File: src/tsc_pkg.sv
// constants, register map and carrier types of the time snapshot capture block
package tsc_pkg;

    // ------------------------------------------------------------------
    // bus and field widths
    // ------------------------------------------------------------------
    localparam int TSC_ADDR_W = 17;
    localparam int TSC_DATA_W = 32;
    localparam int TSC_NS_W = 30;
    localparam int TSC_SEC_LOW_W = 2;
    localparam int TSC_ERR_W = 8;
    localparam int TSC_IN_HW_W = 24;
    localparam int TSC_SYNC_W = 3;
    localparam int TSC_SRC_N = 3;

    // ------------------------------------------------------------------
    // register byte addresses
    // ------------------------------------------------------------------
    localparam logic [16:0] TSC_GPS_NS_OFF = 17'h00200;
    localparam logic [16:0] TSC_GPS_SEC_OFF = 17'h00204;
    localparam logic [16:0] TSC_CAB_NS_OFF = 17'h00210;
    localparam logic [16:0] TSC_CAB_SEC_OFF = 17'h00214;
    localparam logic [16:0] TSC_MASTER_SEC_OFF = 17'h00220;
    localparam logic [16:0] TSC_IRIG_NS_OFF = 17'h00230;
    localparam logic [16:0] TSC_IRIG_SEC_OFF = 17'h00234;
    localparam logic [16:0] TSC_ERR_CLR_OFF = 17'h00400;
    localparam logic [16:0] TSC_OUT_CABLE_OFF = 17'h00410;
    localparam logic [16:0] TSC_IN_CABLE_OFF = 17'h00420;
    localparam logic [16:0] TSC_EV_STATUS_OFF = 17'h00500;
    localparam logic [16:0] TSC_EV_MASK_OFF = 17'h00504;
    localparam logic [16:0] TSC_TICK_HI_OFF_A = 17'h01000;
    localparam logic [16:0] TSC_TICK_HI_OFF_B = 17'h10000;

    // ------------------------------------------------------------------
    // event bit positions in status and mask
    // ------------------------------------------------------------------
    localparam int TSC_EV_GPS = 0;
    localparam int TSC_EV_IRIG = 1;
    localparam int TSC_EV_CABLE_RX = 2;
    localparam int TSC_EV_MASTER_TX = 3;
    localparam int TSC_EV_CABLE_ERR = 4;
    localparam int TSC_EV_W = 5;

    // source index in the pin synchroniser vector
    localparam int TSC_SRC_GPS = 0;
    localparam int TSC_SRC_IRIG = 1;
    localparam int TSC_SRC_CABLE = 2;

    // ------------------------------------------------------------------
    // reset values
    // ------------------------------------------------------------------
    localparam logic [31:0] TSC_SNAP_RST = 32'h0000_0000;
    localparam logic [4:0] TSC_EV_MASK_RST = 5'h00;
    localparam logic [7:0] TSC_ERR_RST = 8'h00;

    // ------------------------------------------------------------------
    // carriers
    // ------------------------------------------------------------------
    typedef struct packed {
        logic [16:0] addr;
        logic [31:0] wdata;
        logic wr;
        logic rd;
    } tsc_bus_req_s;

    typedef struct packed {
        logic [31:0] seconds;
        logic [31:0] nanoseconds;
    } tsc_time_s;

    typedef struct packed {
        logic [31:0] seconds;
        logic [31:0] snap;
    } tsc_snap_s;

endpackage

File: src/tsc_capture.sv
// time snapshot capture: event latching of time-of-day, cable master time and status regs
//
// Decided for this implementation: the plain strobed port.
`timescale 1ns/10ps

module tsc_capture
    import tsc_pkg::*;
(
    // clock and reset
    input wire logic core_clk,
    input wire logic arst_n,
    // register bus
    input wire tsc_bus_req_s bus_req,
    output logic [31:0] rd_data,
    // time sources on the core clock
    input wire tsc_time_s tod,
    input wire logic [31:0] tick_high,
    // event pins, asynchronous to the core clock
    input wire logic gps_pps_pin,
    input wire logic irig_pps_pin,
    input wire logic cable_time_rx_pin,
    // cable side
    input wire logic master_mode,
    input wire logic [7:0] cable_err_event,
    input wire logic [31:0] out_cable_hw_status,
    input wire logic [23:0] in_cable_hw_status,
    output logic [31:0] cable_tx_seconds,
    output logic cable_tx_strobe,
    // interrupt
    output logic irq
);

    // ------------------------------------------------------------------
    // state
    // ------------------------------------------------------------------
    typedef struct packed {
        // pin synchronisers and filtered levels
        logic [2:0][2:0] sync;
        logic [2:0] level;

        // previous seconds sample for boundary detection
        logic sec_valid;
        logic [31:0] prev_sec;

        // snapshot pairs, one per event source
        tsc_snap_s gps;
        tsc_snap_s cab;
        tsc_snap_s irig;

        // last seconds value sent as master
        logic [31:0] master_sec;

        // sticky errors, event status and mask
        logic [7:0] cable_err;
        logic [4:0] ev_status;
        logic [4:0] ev_mask;

        // registered outputs
        logic [31:0] rd_data;
        logic irq;
        logic [31:0] tx_sec;
        logic tx_stb;
    } tsc_state_s;

    localparam tsc_state_s TSC_STATE_RST = '{
        sync: '0,
        level: '0,
        sec_valid: 1'b0,
        prev_sec: TSC_SNAP_RST,
        gps: '{
            seconds: TSC_SNAP_RST,
            snap: TSC_SNAP_RST
        },
        cab: '{
            seconds: TSC_SNAP_RST,
            snap: TSC_SNAP_RST
        },
        irig: '{
            seconds: TSC_SNAP_RST,
            snap: TSC_SNAP_RST
        },
        master_sec: TSC_SNAP_RST,
        cable_err: TSC_ERR_RST,
        ev_status: '0,
        ev_mask: TSC_EV_MASK_RST,
        rd_data: TSC_SNAP_RST,
        irq: 1'b0,
        tx_sec: TSC_SNAP_RST,
        tx_stb: 1'b0
    };

    tsc_state_s state_reg;
    tsc_state_s state_next;

    // per-source pins and events, this cycle's snapshot word and write decodes
    logic [2:0] pins;
    logic [2:0] src_event;
    tsc_snap_s now_snap;
    logic sec_boundary;
    logic [4:0] ev_set;
    logic err_any;
    logic wr_err_clr;
    logic wr_ev_status;
    logic wr_ev_mask;

    assign pins[TSC_SRC_GPS] = gps_pps_pin;
    assign pins[TSC_SRC_IRIG] = irig_pps_pin;
    assign pins[TSC_SRC_CABLE] = cable_time_rx_pin;

    // ------------------------------------------------------------------
    // event detection per source
    // ------------------------------------------------------------------
    // a rising level counts only once stages two and three agree, so a
    // metastable first stage never fires a capture by itself
    genvar gi;
    generate
        for (gi = 0; gi < TSC_SRC_N; gi++)
        begin : g_src
            assign src_event[gi] = state_reg.sync[gi][1] & state_reg.sync[gi][2]
                & ~state_reg.level[gi];
        end
    endgenerate

    // ------------------------------------------------------------------
    // snapshot word
    // ------------------------------------------------------------------
    // one snapshot word built from a single sample of the clock
    assign now_snap.seconds = tod.seconds;
    assign now_snap.snap = {tod.seconds[TSC_SEC_LOW_W-1:0],
        tod.nanoseconds[TSC_NS_W-1:0]};

    // ------------------------------------------------------------------
    // seconds boundary, errors and write decode
    // ------------------------------------------------------------------
    // a seconds step seen after the first sample marks the boundary; the first
    // sample after reset has nothing to compare with and never counts
    assign sec_boundary = state_reg.sec_valid && (tod.seconds != state_reg.prev_sec);

    assign err_any = |cable_err_event;

    // the clear location ignores its data: any write there clears
    assign wr_err_clr = bus_req.wr && (bus_req.addr == TSC_ERR_CLR_OFF);
    assign wr_ev_status = bus_req.wr && (bus_req.addr == TSC_EV_STATUS_OFF);
    assign wr_ev_mask = bus_req.wr && (bus_req.addr == TSC_EV_MASK_OFF);

    // ------------------------------------------------------------------
    // event set vector
    // ------------------------------------------------------------------
    always_comb
    begin
        ev_set = '0;
        ev_set[TSC_EV_GPS] = src_event[TSC_SRC_GPS];
        ev_set[TSC_EV_IRIG] = src_event[TSC_SRC_IRIG];
        ev_set[TSC_EV_CABLE_RX] = src_event[TSC_SRC_CABLE];
        ev_set[TSC_EV_MASTER_TX] = sec_boundary & master_mode;
        ev_set[TSC_EV_CABLE_ERR] = err_any;
    end

    // ------------------------------------------------------------------
    // next state
    // ------------------------------------------------------------------
    always_comb
    begin
        state_next = state_reg;

        // --------------------------------------------------------------
        // synchronisers and filtered levels
        // --------------------------------------------------------------
        // shift each pin through three stages; the level follows only once
        // stages two and three agree
        for (int i = 0; i < TSC_SRC_N; i++)
        begin
            state_next.sync[i] = {state_reg.sync[i][1:0], pins[i]};
            if (state_reg.sync[i][1] == state_reg.sync[i][2])
            begin
                state_next.level[i] = state_reg.sync[i][2];
            end
        end

        // --------------------------------------------------------------
        // snapshots change only on their own source; software cannot write them
        // --------------------------------------------------------------
        if (src_event[TSC_SRC_GPS])
        begin
            state_next.gps = now_snap;
        end
        if (src_event[TSC_SRC_CABLE])
        begin
            state_next.cab = now_snap;
        end
        if (src_event[TSC_SRC_IRIG])
        begin
            state_next.irig = now_snap;
        end

        // --------------------------------------------------------------
        // master transmission at each whole-second step
        // --------------------------------------------------------------
        state_next.sec_valid = 1'b1;
        state_next.prev_sec = tod.seconds;
        // the strobe stands one cycle for each load of the sent value
        state_next.tx_stb = 1'b0;
        if (sec_boundary && master_mode)
        begin
            state_next.tx_sec = tod.seconds;
            state_next.tx_stb = 1'b1;
            state_next.master_sec = tod.seconds;
        end

        // --------------------------------------------------------------
        // cable errors: clear first so that a same-cycle error still lands
        // --------------------------------------------------------------
        if (wr_err_clr)
        begin
            state_next.cable_err = TSC_ERR_RST;
        end
        state_next.cable_err = state_next.cable_err | cable_err_event;

        // --------------------------------------------------------------
        // event status: write one to clear, new events win
        // --------------------------------------------------------------
        if (wr_ev_status)
        begin
            state_next.ev_status = state_reg.ev_status & ~bus_req.wdata[TSC_EV_W-1:0];
        end
        state_next.ev_status = state_next.ev_status | ev_set;

        if (wr_ev_mask)
        begin
            state_next.ev_mask = bus_req.wdata[TSC_EV_W-1:0];
        end

        // taken from the next status and mask, so irq follows a new event or a
        // clear at the same edge instead of one cycle late
        state_next.irq = |(state_next.ev_status & state_next.ev_mask);

        // --------------------------------------------------------------
        // read data valid only in the cycle after the strobe
        // --------------------------------------------------------------
        state_next.rd_data = '0;
        if (bus_req.rd)
        begin
            case (bus_req.addr)
                TSC_GPS_NS_OFF:
                begin
                    state_next.rd_data = state_reg.gps.snap;
                end
                TSC_GPS_SEC_OFF:
                begin
                    state_next.rd_data = state_reg.gps.seconds;
                end
                TSC_CAB_NS_OFF:
                begin
                    state_next.rd_data = state_reg.cab.snap;
                end
                TSC_CAB_SEC_OFF:
                begin
                    state_next.rd_data = state_reg.cab.seconds;
                end
                TSC_MASTER_SEC_OFF:
                begin
                    state_next.rd_data = state_reg.master_sec;
                end
                TSC_IRIG_NS_OFF:
                begin
                    state_next.rd_data = state_reg.irig.snap;
                end
                TSC_IRIG_SEC_OFF:
                begin
                    state_next.rd_data = state_reg.irig.seconds;
                end
                TSC_OUT_CABLE_OFF:
                begin
                    state_next.rd_data = out_cable_hw_status;
                end
                TSC_IN_CABLE_OFF:
                begin
                    state_next.rd_data = {in_cable_hw_status, state_reg.cable_err};
                end
                TSC_EV_STATUS_OFF:
                begin
                    state_next.rd_data = {27'h0000000, state_reg.ev_status};
                end
                TSC_EV_MASK_OFF:
                begin
                    state_next.rd_data = {27'h0000000, state_reg.ev_mask};
                end
                TSC_TICK_HI_OFF_A, TSC_TICK_HI_OFF_B:
                begin
                    state_next.rd_data = tick_high;
                end
                TSC_ERR_CLR_OFF:
                begin
                    // write-only location
                    state_next.rd_data = '0;
                end
                default:
                begin
                    // unmapped addresses read zero
                    state_next.rd_data = '0;
                end
            endcase
        end
    end

    // ------------------------------------------------------------------
    // registers
    // ------------------------------------------------------------------
    // the reset branch loads constants only
    always_ff @(posedge core_clk or negedge arst_n)
    begin
        if (!arst_n)
        begin
            state_reg <= TSC_STATE_RST;
        end
        else
        begin
            state_reg <= state_next;
        end
    end

    // ------------------------------------------------------------------
    // outputs
    // ------------------------------------------------------------------
    // every output is a state flop, never a gate after one
    assign rd_data = state_reg.rd_data;
    assign cable_tx_seconds = state_reg.tx_sec;
    assign cable_tx_strobe = state_reg.tx_stb;
    assign irq = state_reg.irq;

endmodule

File: config.mk
export PLATFORM = sky130hd
export DESIGN_NAME = tsc_capture
export DESIGN_NICKNAME = d
export VERILOG_FILES = /design/src/tsc_pkg.sv /design/src/tsc_capture.sv
export SDC_FILE = /design/constraint.sdc
export NUM_CORES = 1
export LEC_CHECK = 0
export BUFFER_PORTS_ARGS = -buffer_cell sky130_fd_sc_hd__buf_2
export CORE_MARGIN = 5
export CORE_UTILIZATION = 50
export CTS_BUF_LIST = sky130_fd_sc_hd__clkbuf_2
export DETAILED_ROUTE_END_ITERATION = 10
export PLACE_DENSITY = 0.76
export SETUP_SLACK_MARGIN = 0.3
export SYNTH_ARGS = -nofsm -noshare
export SYNTH_HDL_FRONTEND = slang
export SYNTH_SLANG_ARGS = --single-unit
export TNS_END_PERCENT = 5
File: constraint.sdc
create_clock -name core_clk -period 1.85 [get_ports core_clk]
set_clock_uncertainty 0.1 [all_clocks]
set_input_delay 0.2775 -clock core_clk [delete_from_list [all_inputs] [get_ports core_clk]]
set_output_delay 0.2775 -clock core_clk [all_outputs]
set_load 0.03 [all_outputs]
# --- After elaboration in Yosys (flattened, before gate mapping) ---
# Index checks and enable logic that the tools add are counted.
classes:
  eq_ne: 18
  muxes: 6
  bitwise_logic: 15
  reduce_logical: 8
ops:
  columns: ["cell", "count"]
  rows:
  - ["$pmux W32 S12", 1]
  - ["$eq A17 B10 Y1 const B", 7]
  - ["$eq A17 B11 Y1 const B", 5]
  - ["$mux W32", 1]
  - ["$ne A32 B32 Y1", 1]
  - ["$eq A17 B13 Y1 const B", 1]
  - ["$eq A17 B17 Y1 const B", 1]
  - ["$and A5 B5 Y5", 2]
  - ["$mux W5", 2]
  - ["$mux W8", 1]
  - ["$or A8 B8 Y8", 1]
  - ["$reduce_or A8 Y1", 1]
  - ["$and A1 B1 Y1", 7]
  - ["$logic_and A1 B1 Y1", 5]
  - ["$not A5 Y5", 1]
  - ["$or A5 B5 Y5", 1]
  - ["$reduce_or A5 Y1", 1]
  - ["$eq A1 B1 Y1", 3]
  - ["$not A1 Y1", 3]
  - ["$reduce_or A2 Y1", 1]
  - ["$mux W1", 1]
word_totals:
  register_bits: 321
  in_bits: 217
  out_inout_bits: 66
  wordCells: 68

# --- Longest topological paths before layout ---
logic_depth:
  depth_word: 6
  depth_mapped: 9
  mapped_depth_nobuf: 6

# --- Worst setup path before layout ---
# No wires, ideal clock.
synth_path:
  path_type: "in2reg"
  from: "in bus_req[38] in the netlist's numbering"
  to: "reg state_reg, in the netlist irq"
  setup_ns: 0.134
  t_arrival_ns: 1.778
  required_time_ns: 1.616
  setup_slack_ns: -0.161
  path_stages: 7
  path_buffers: 1
  cell_sequence: "buf_2 -> nor4_2 -> nand2_1 -> nor2_1 -> mux2_2 -> a22oi_1 -> nand4_1"
synth_rtl:
  columns: ["item", "line_no", "rtl"]
  rows:
  - ["from (decl)", "tsc_capture.sv:13", "input wire tsc_bus_req_s bus_req,"]
  - ["to (signal assigned)", "tsc_capture.sv:318", "state_reg <= state_next;"]
  - ["to (decl)", "tsc_capture.sv:92", "tsc_state_s state_reg;"]

# --- Final worst setup path ---
layout_path:
  from: "reg state_reg[332] in the netlist's numbering"
  to: "reg state_reg, in the netlist cable_tx_seconds[4]"
layout_between:
  elab_chain_cells: 3
layout_lines:
  columns: ["item", "line_no", "rtl"]
  rows:
  - ["$ne A32 B32 Y1", "tsc_capture.sv:137", "assign sec_boundary = state_reg.sec_valid && (tod.seconds != state_reg.prev_sec);"]
  - ["$logic_and A1 B1 Y1", "tsc_capture.sv:137", null]
  - ["$logic_and A1 B1 Y1", "tsc_capture.sv:203", "if (sec_boundary && master_mode)"]
# No other way between the ends.
# A chain may end at the register's enable or synchronous reset.

==> summary.md <==
| Metric | Value |
|---|---|
| EDFF count, synth | `0` |
| DR vias | `12680` |
| Syn_nets | `1279` |
| Failing checks | `hold timing, setup timing` |
| Hold Crit Start | `bus_req[43]` |
| Crit-path max FO | `9` |
| GRT overflow | `0` |
| DRC | `0` |
| ANT nets after route | `0` |
| First-pass GRT wire length | `82350 um` |
| CP required | `2.46 ns` |
| Async SR Flop Fraction | `1.000` |
| CP Capture Type | `flip-flop` |
| Clk buf depth | `3` |
| CTS tree | `built` |
| Crit start category | `flip-flop` |
| CTS clock-pin slew for the worst setup and hold paths | `0.10 ns` |
| Final hold slack | `-0.07462 ns` |
| Fin. max-slew vios | `0` |
| Ys flop type | `dfrtp_1` |
| Final min period | `2.180 ns` |
| Port Buffers | `253` |
| Dominant cell type by area after synthesis | `dfrtp_1` |
| Post-synthesis compound-gate area fraction | `0.1170` |
| # fillers | `1671` |
| Tcrit/Tclk final | `1.178` |
| Core ar. | `0.02793 mm2` |
| CP Data Arrival Time | `2.79 ns` |
| Post-synthesis sequential area ratio | `0.5553` |
| Vias in the first global route | `13460` |
| Synth Area in XOR/XNOR | `0.02036` |
| Row cnt | `61` |
| H-Tree Depth | `3` |
| Post-synthesis average cell area | `13.41 um2` |
| Initial core utilization | `0.5082` |
| Cell Area, Synth | `0.01420 mm2` |
| RSZ-0062 raised after global routing | `true` |
| Max reg flops | `243` |
| Distinct cells, synth | `54` |
| Crit Path Class | `reg2reg` |
| Total power per unit cell area | `909.2 mW/mm2` |
| Initial antenna violation count | `2` |
| CTS buffer count | `80` |
| Nets@finish | `1840` |
| Highest clock rate | `458.7 MHz` |
| Clock Sinks | `315` |
| Total wire length | `57100 um` |
| Hpwl dp | `35730 um` |
| CTS root buffer | `clkbuf_2` |
| Largest net degree at the start of global routing | `64` |
| Synth Area in Adders | `0.002644` |
| Routed WL per cell | `27.80 um` |
| Routability-driven placement congestion ratio | `1.011` |
| Die width | `178.5 um` |
| Number of max-cap violations | `0` |
| Die H | `178.5 um` |
| Die area | `0.03186 mm2` |
| Max VDD drop | `0.3874 mV` |
| R2R Path Start | `state_reg[332]` |
| Setup slack after layout | `-0.3300 ns` |
| Top cells by area, synth | `dfrtp_1 56%, mux2_2 20%, a22oi_1 4.0%, buf_4 3.4%, a222oi_1 2.3%` |
| Status | `finished with violations` |
| Clk_lat worst skew | `0.91 ns` |
| Total leakage power | `9.354 nW` |
| Area delta synth->final | `47.22%` |
| Top cell type's share of synthesized area | `0.5553` |
| Synth Register Bits | `315` |
| Gr usage total | `0.3459` |
| Mux share of post-synthesis cell area | `0.2017` |
| Endpoints failing hold | `5` |
| Design Area, Final | `0.02090 mm2` |
| Boundary pin count | `283` |
| Setup-failing EPs final | `56` |
| Layout cells sized above 1 | `0.5326` |
| Pre-CTS setup slack | `-0.4287 ns` |
| Largest family of logic cells by synthesized area | `multiplexers` |
| First drt pass iteration count | `9` |
| Cells after synthesis | `1059` |
| Placement Cell Area | `0.01683 mm2` |
| Simple-gate share of the synthesized area | `0.04980` |
| Pwr Total | `19.00 mW` |
| Setup crit start | `state_reg[332]` |
| Vias per cell | `6.173` |
| Initial DRC count | `1837` |
| TNS Setup | `-10.08 ns` |
| Warnings from Yosys | `0` |
| Min-Delay Path Class | `in2reg` |
## kinds of logic (layout without fill, tap and decap cells)
group / count (synthesis) / count (layout)
AOI/OAI and AO/OA: 213 / 213
xor gates and xnor gates: 33 / 33
adders and majority gates: 3 / 3
buffers and inverters: 125 / 739
DFF: 315 / 315
muxes: 255 / 255
other: 1 / 4
and+or+nand+nor: 114 / 114
## cell usage in the layout (no fill, tap or decap), types with 16 or more instances in the layout
master         instances
a22oi_1               59
buf_12                25
dlygate4sd3_1        179
clkbuf_2             114
dfrtp_1              297
buf_2                187
mux2_2                57
nor2_1                16
buf_6                 67
a31oi_1               29
xnor2_1               26
dfrtp_2               18
nand2_1               21
a222oi_1              32
a22oi_2               17
mux2_4               191
buf_4                144
## per-stage QoR
step	std cells	utilization	hold slack (ns)
finish	2054	0.7482	-0.07462
global route	2053	0.7481	-0.1209
detailed placement	1730	0.6026	0.1083
floorplan	1059	-	-0.1181
global placement	1730	0.6026	0.1085
CTS	2049	0.7393	-0.1720
## where the power goes
group | total, mW | internal, mW | switching [mW] | leakage [nW]
clock network | 5.03 | 2.06 | 2.97 | 0.554
registers | 9.35 | 8.19 | 1.16 | 3.73
logic | 4.62 | 2.79 | 1.83 | 5.07
## synthesized netlist by cell type, drive strengths merged (2+ instances only)
cell,number
or2,3
xnor2,32
o2bb2ai,7
a21o,8
and2,2
o21ai,5
a21oi,3
nand4,11
a31oi,33
o22ai,12
or3,3
clkbuf,43
ha,3
nand2b,2
buf,82
nor3,13
a41oi,2
nor4,11
mux2i,7
and3,2
a22oi,76
mux2,248
nand2,24
nand3,8
a21boi,3
nor2b,7
dfrtp,315
nor2,22
a221oi,14
a22o,13
a222oi,32
or4,3
## routing by layer
layer | up-vias | routed length, um | global-route usage
met1 | 6256 | 21630 | 0.4434
met3 | 270 | 6315 | 0.1064
met4 | 0 | 2997 | 0.1586
met2 | 1031 | 26160 | 0.5411
li1 | 5123 | - | -
met5 | - | 0 | 0
## final cells by class
type | instances | area (um2) | area share
multi-input combinational | 619 | 6686 | 0.3199
tap | 378 | 473.0 | 0.02263
timing repair buffer | 604 | 5091 | 0.2436
clock inverter | 21 | 166.4 | 0.007962
clock buffer | 114 | 570.5 | 0.02730
sequential | 315 | 7905 | 0.3782
antenna | 3 | 7.507 | 0.0003592
## path summary, 6_finish.rpt
kind	endpoint	slack [ns]	cells after the start
max in group asynchronous	cable_tx_seconds[4]	0.52	4
max reg2reg	cable_tx_seconds[4]	-0.33	8
min reg2reg	state_next[346]	0.26	0
min	state_reg[69]	-0.07	5
min in group asynchronous	irq	0.35	3
max	cable_tx_seconds[4]	-0.33	8
## what timing repair did
| action | CTS | global route |
|---|---|---|
| pin swaps | 23 | 46 |
| resized for setup | 356 | 45 |
| setup endpoints to repair | 295 | 334 |
| setup buffers | 5 | 1 |
| hold endpoints to repair | 620 | 6 |
| hold buffers | 179 | 1 |
## worst max-delay path: stages (launching register included)
cell     delay [ns]
dfrtp_1        0.39
xnor2_1        0.14
buf_4          0.15
nand4_1        0.22
nor4_2         0.33
buf_4          0.18
a21oi_4        0.08
buf_12         0.16
mux2_2         0.27
Power figures use the tool's default switching activity.
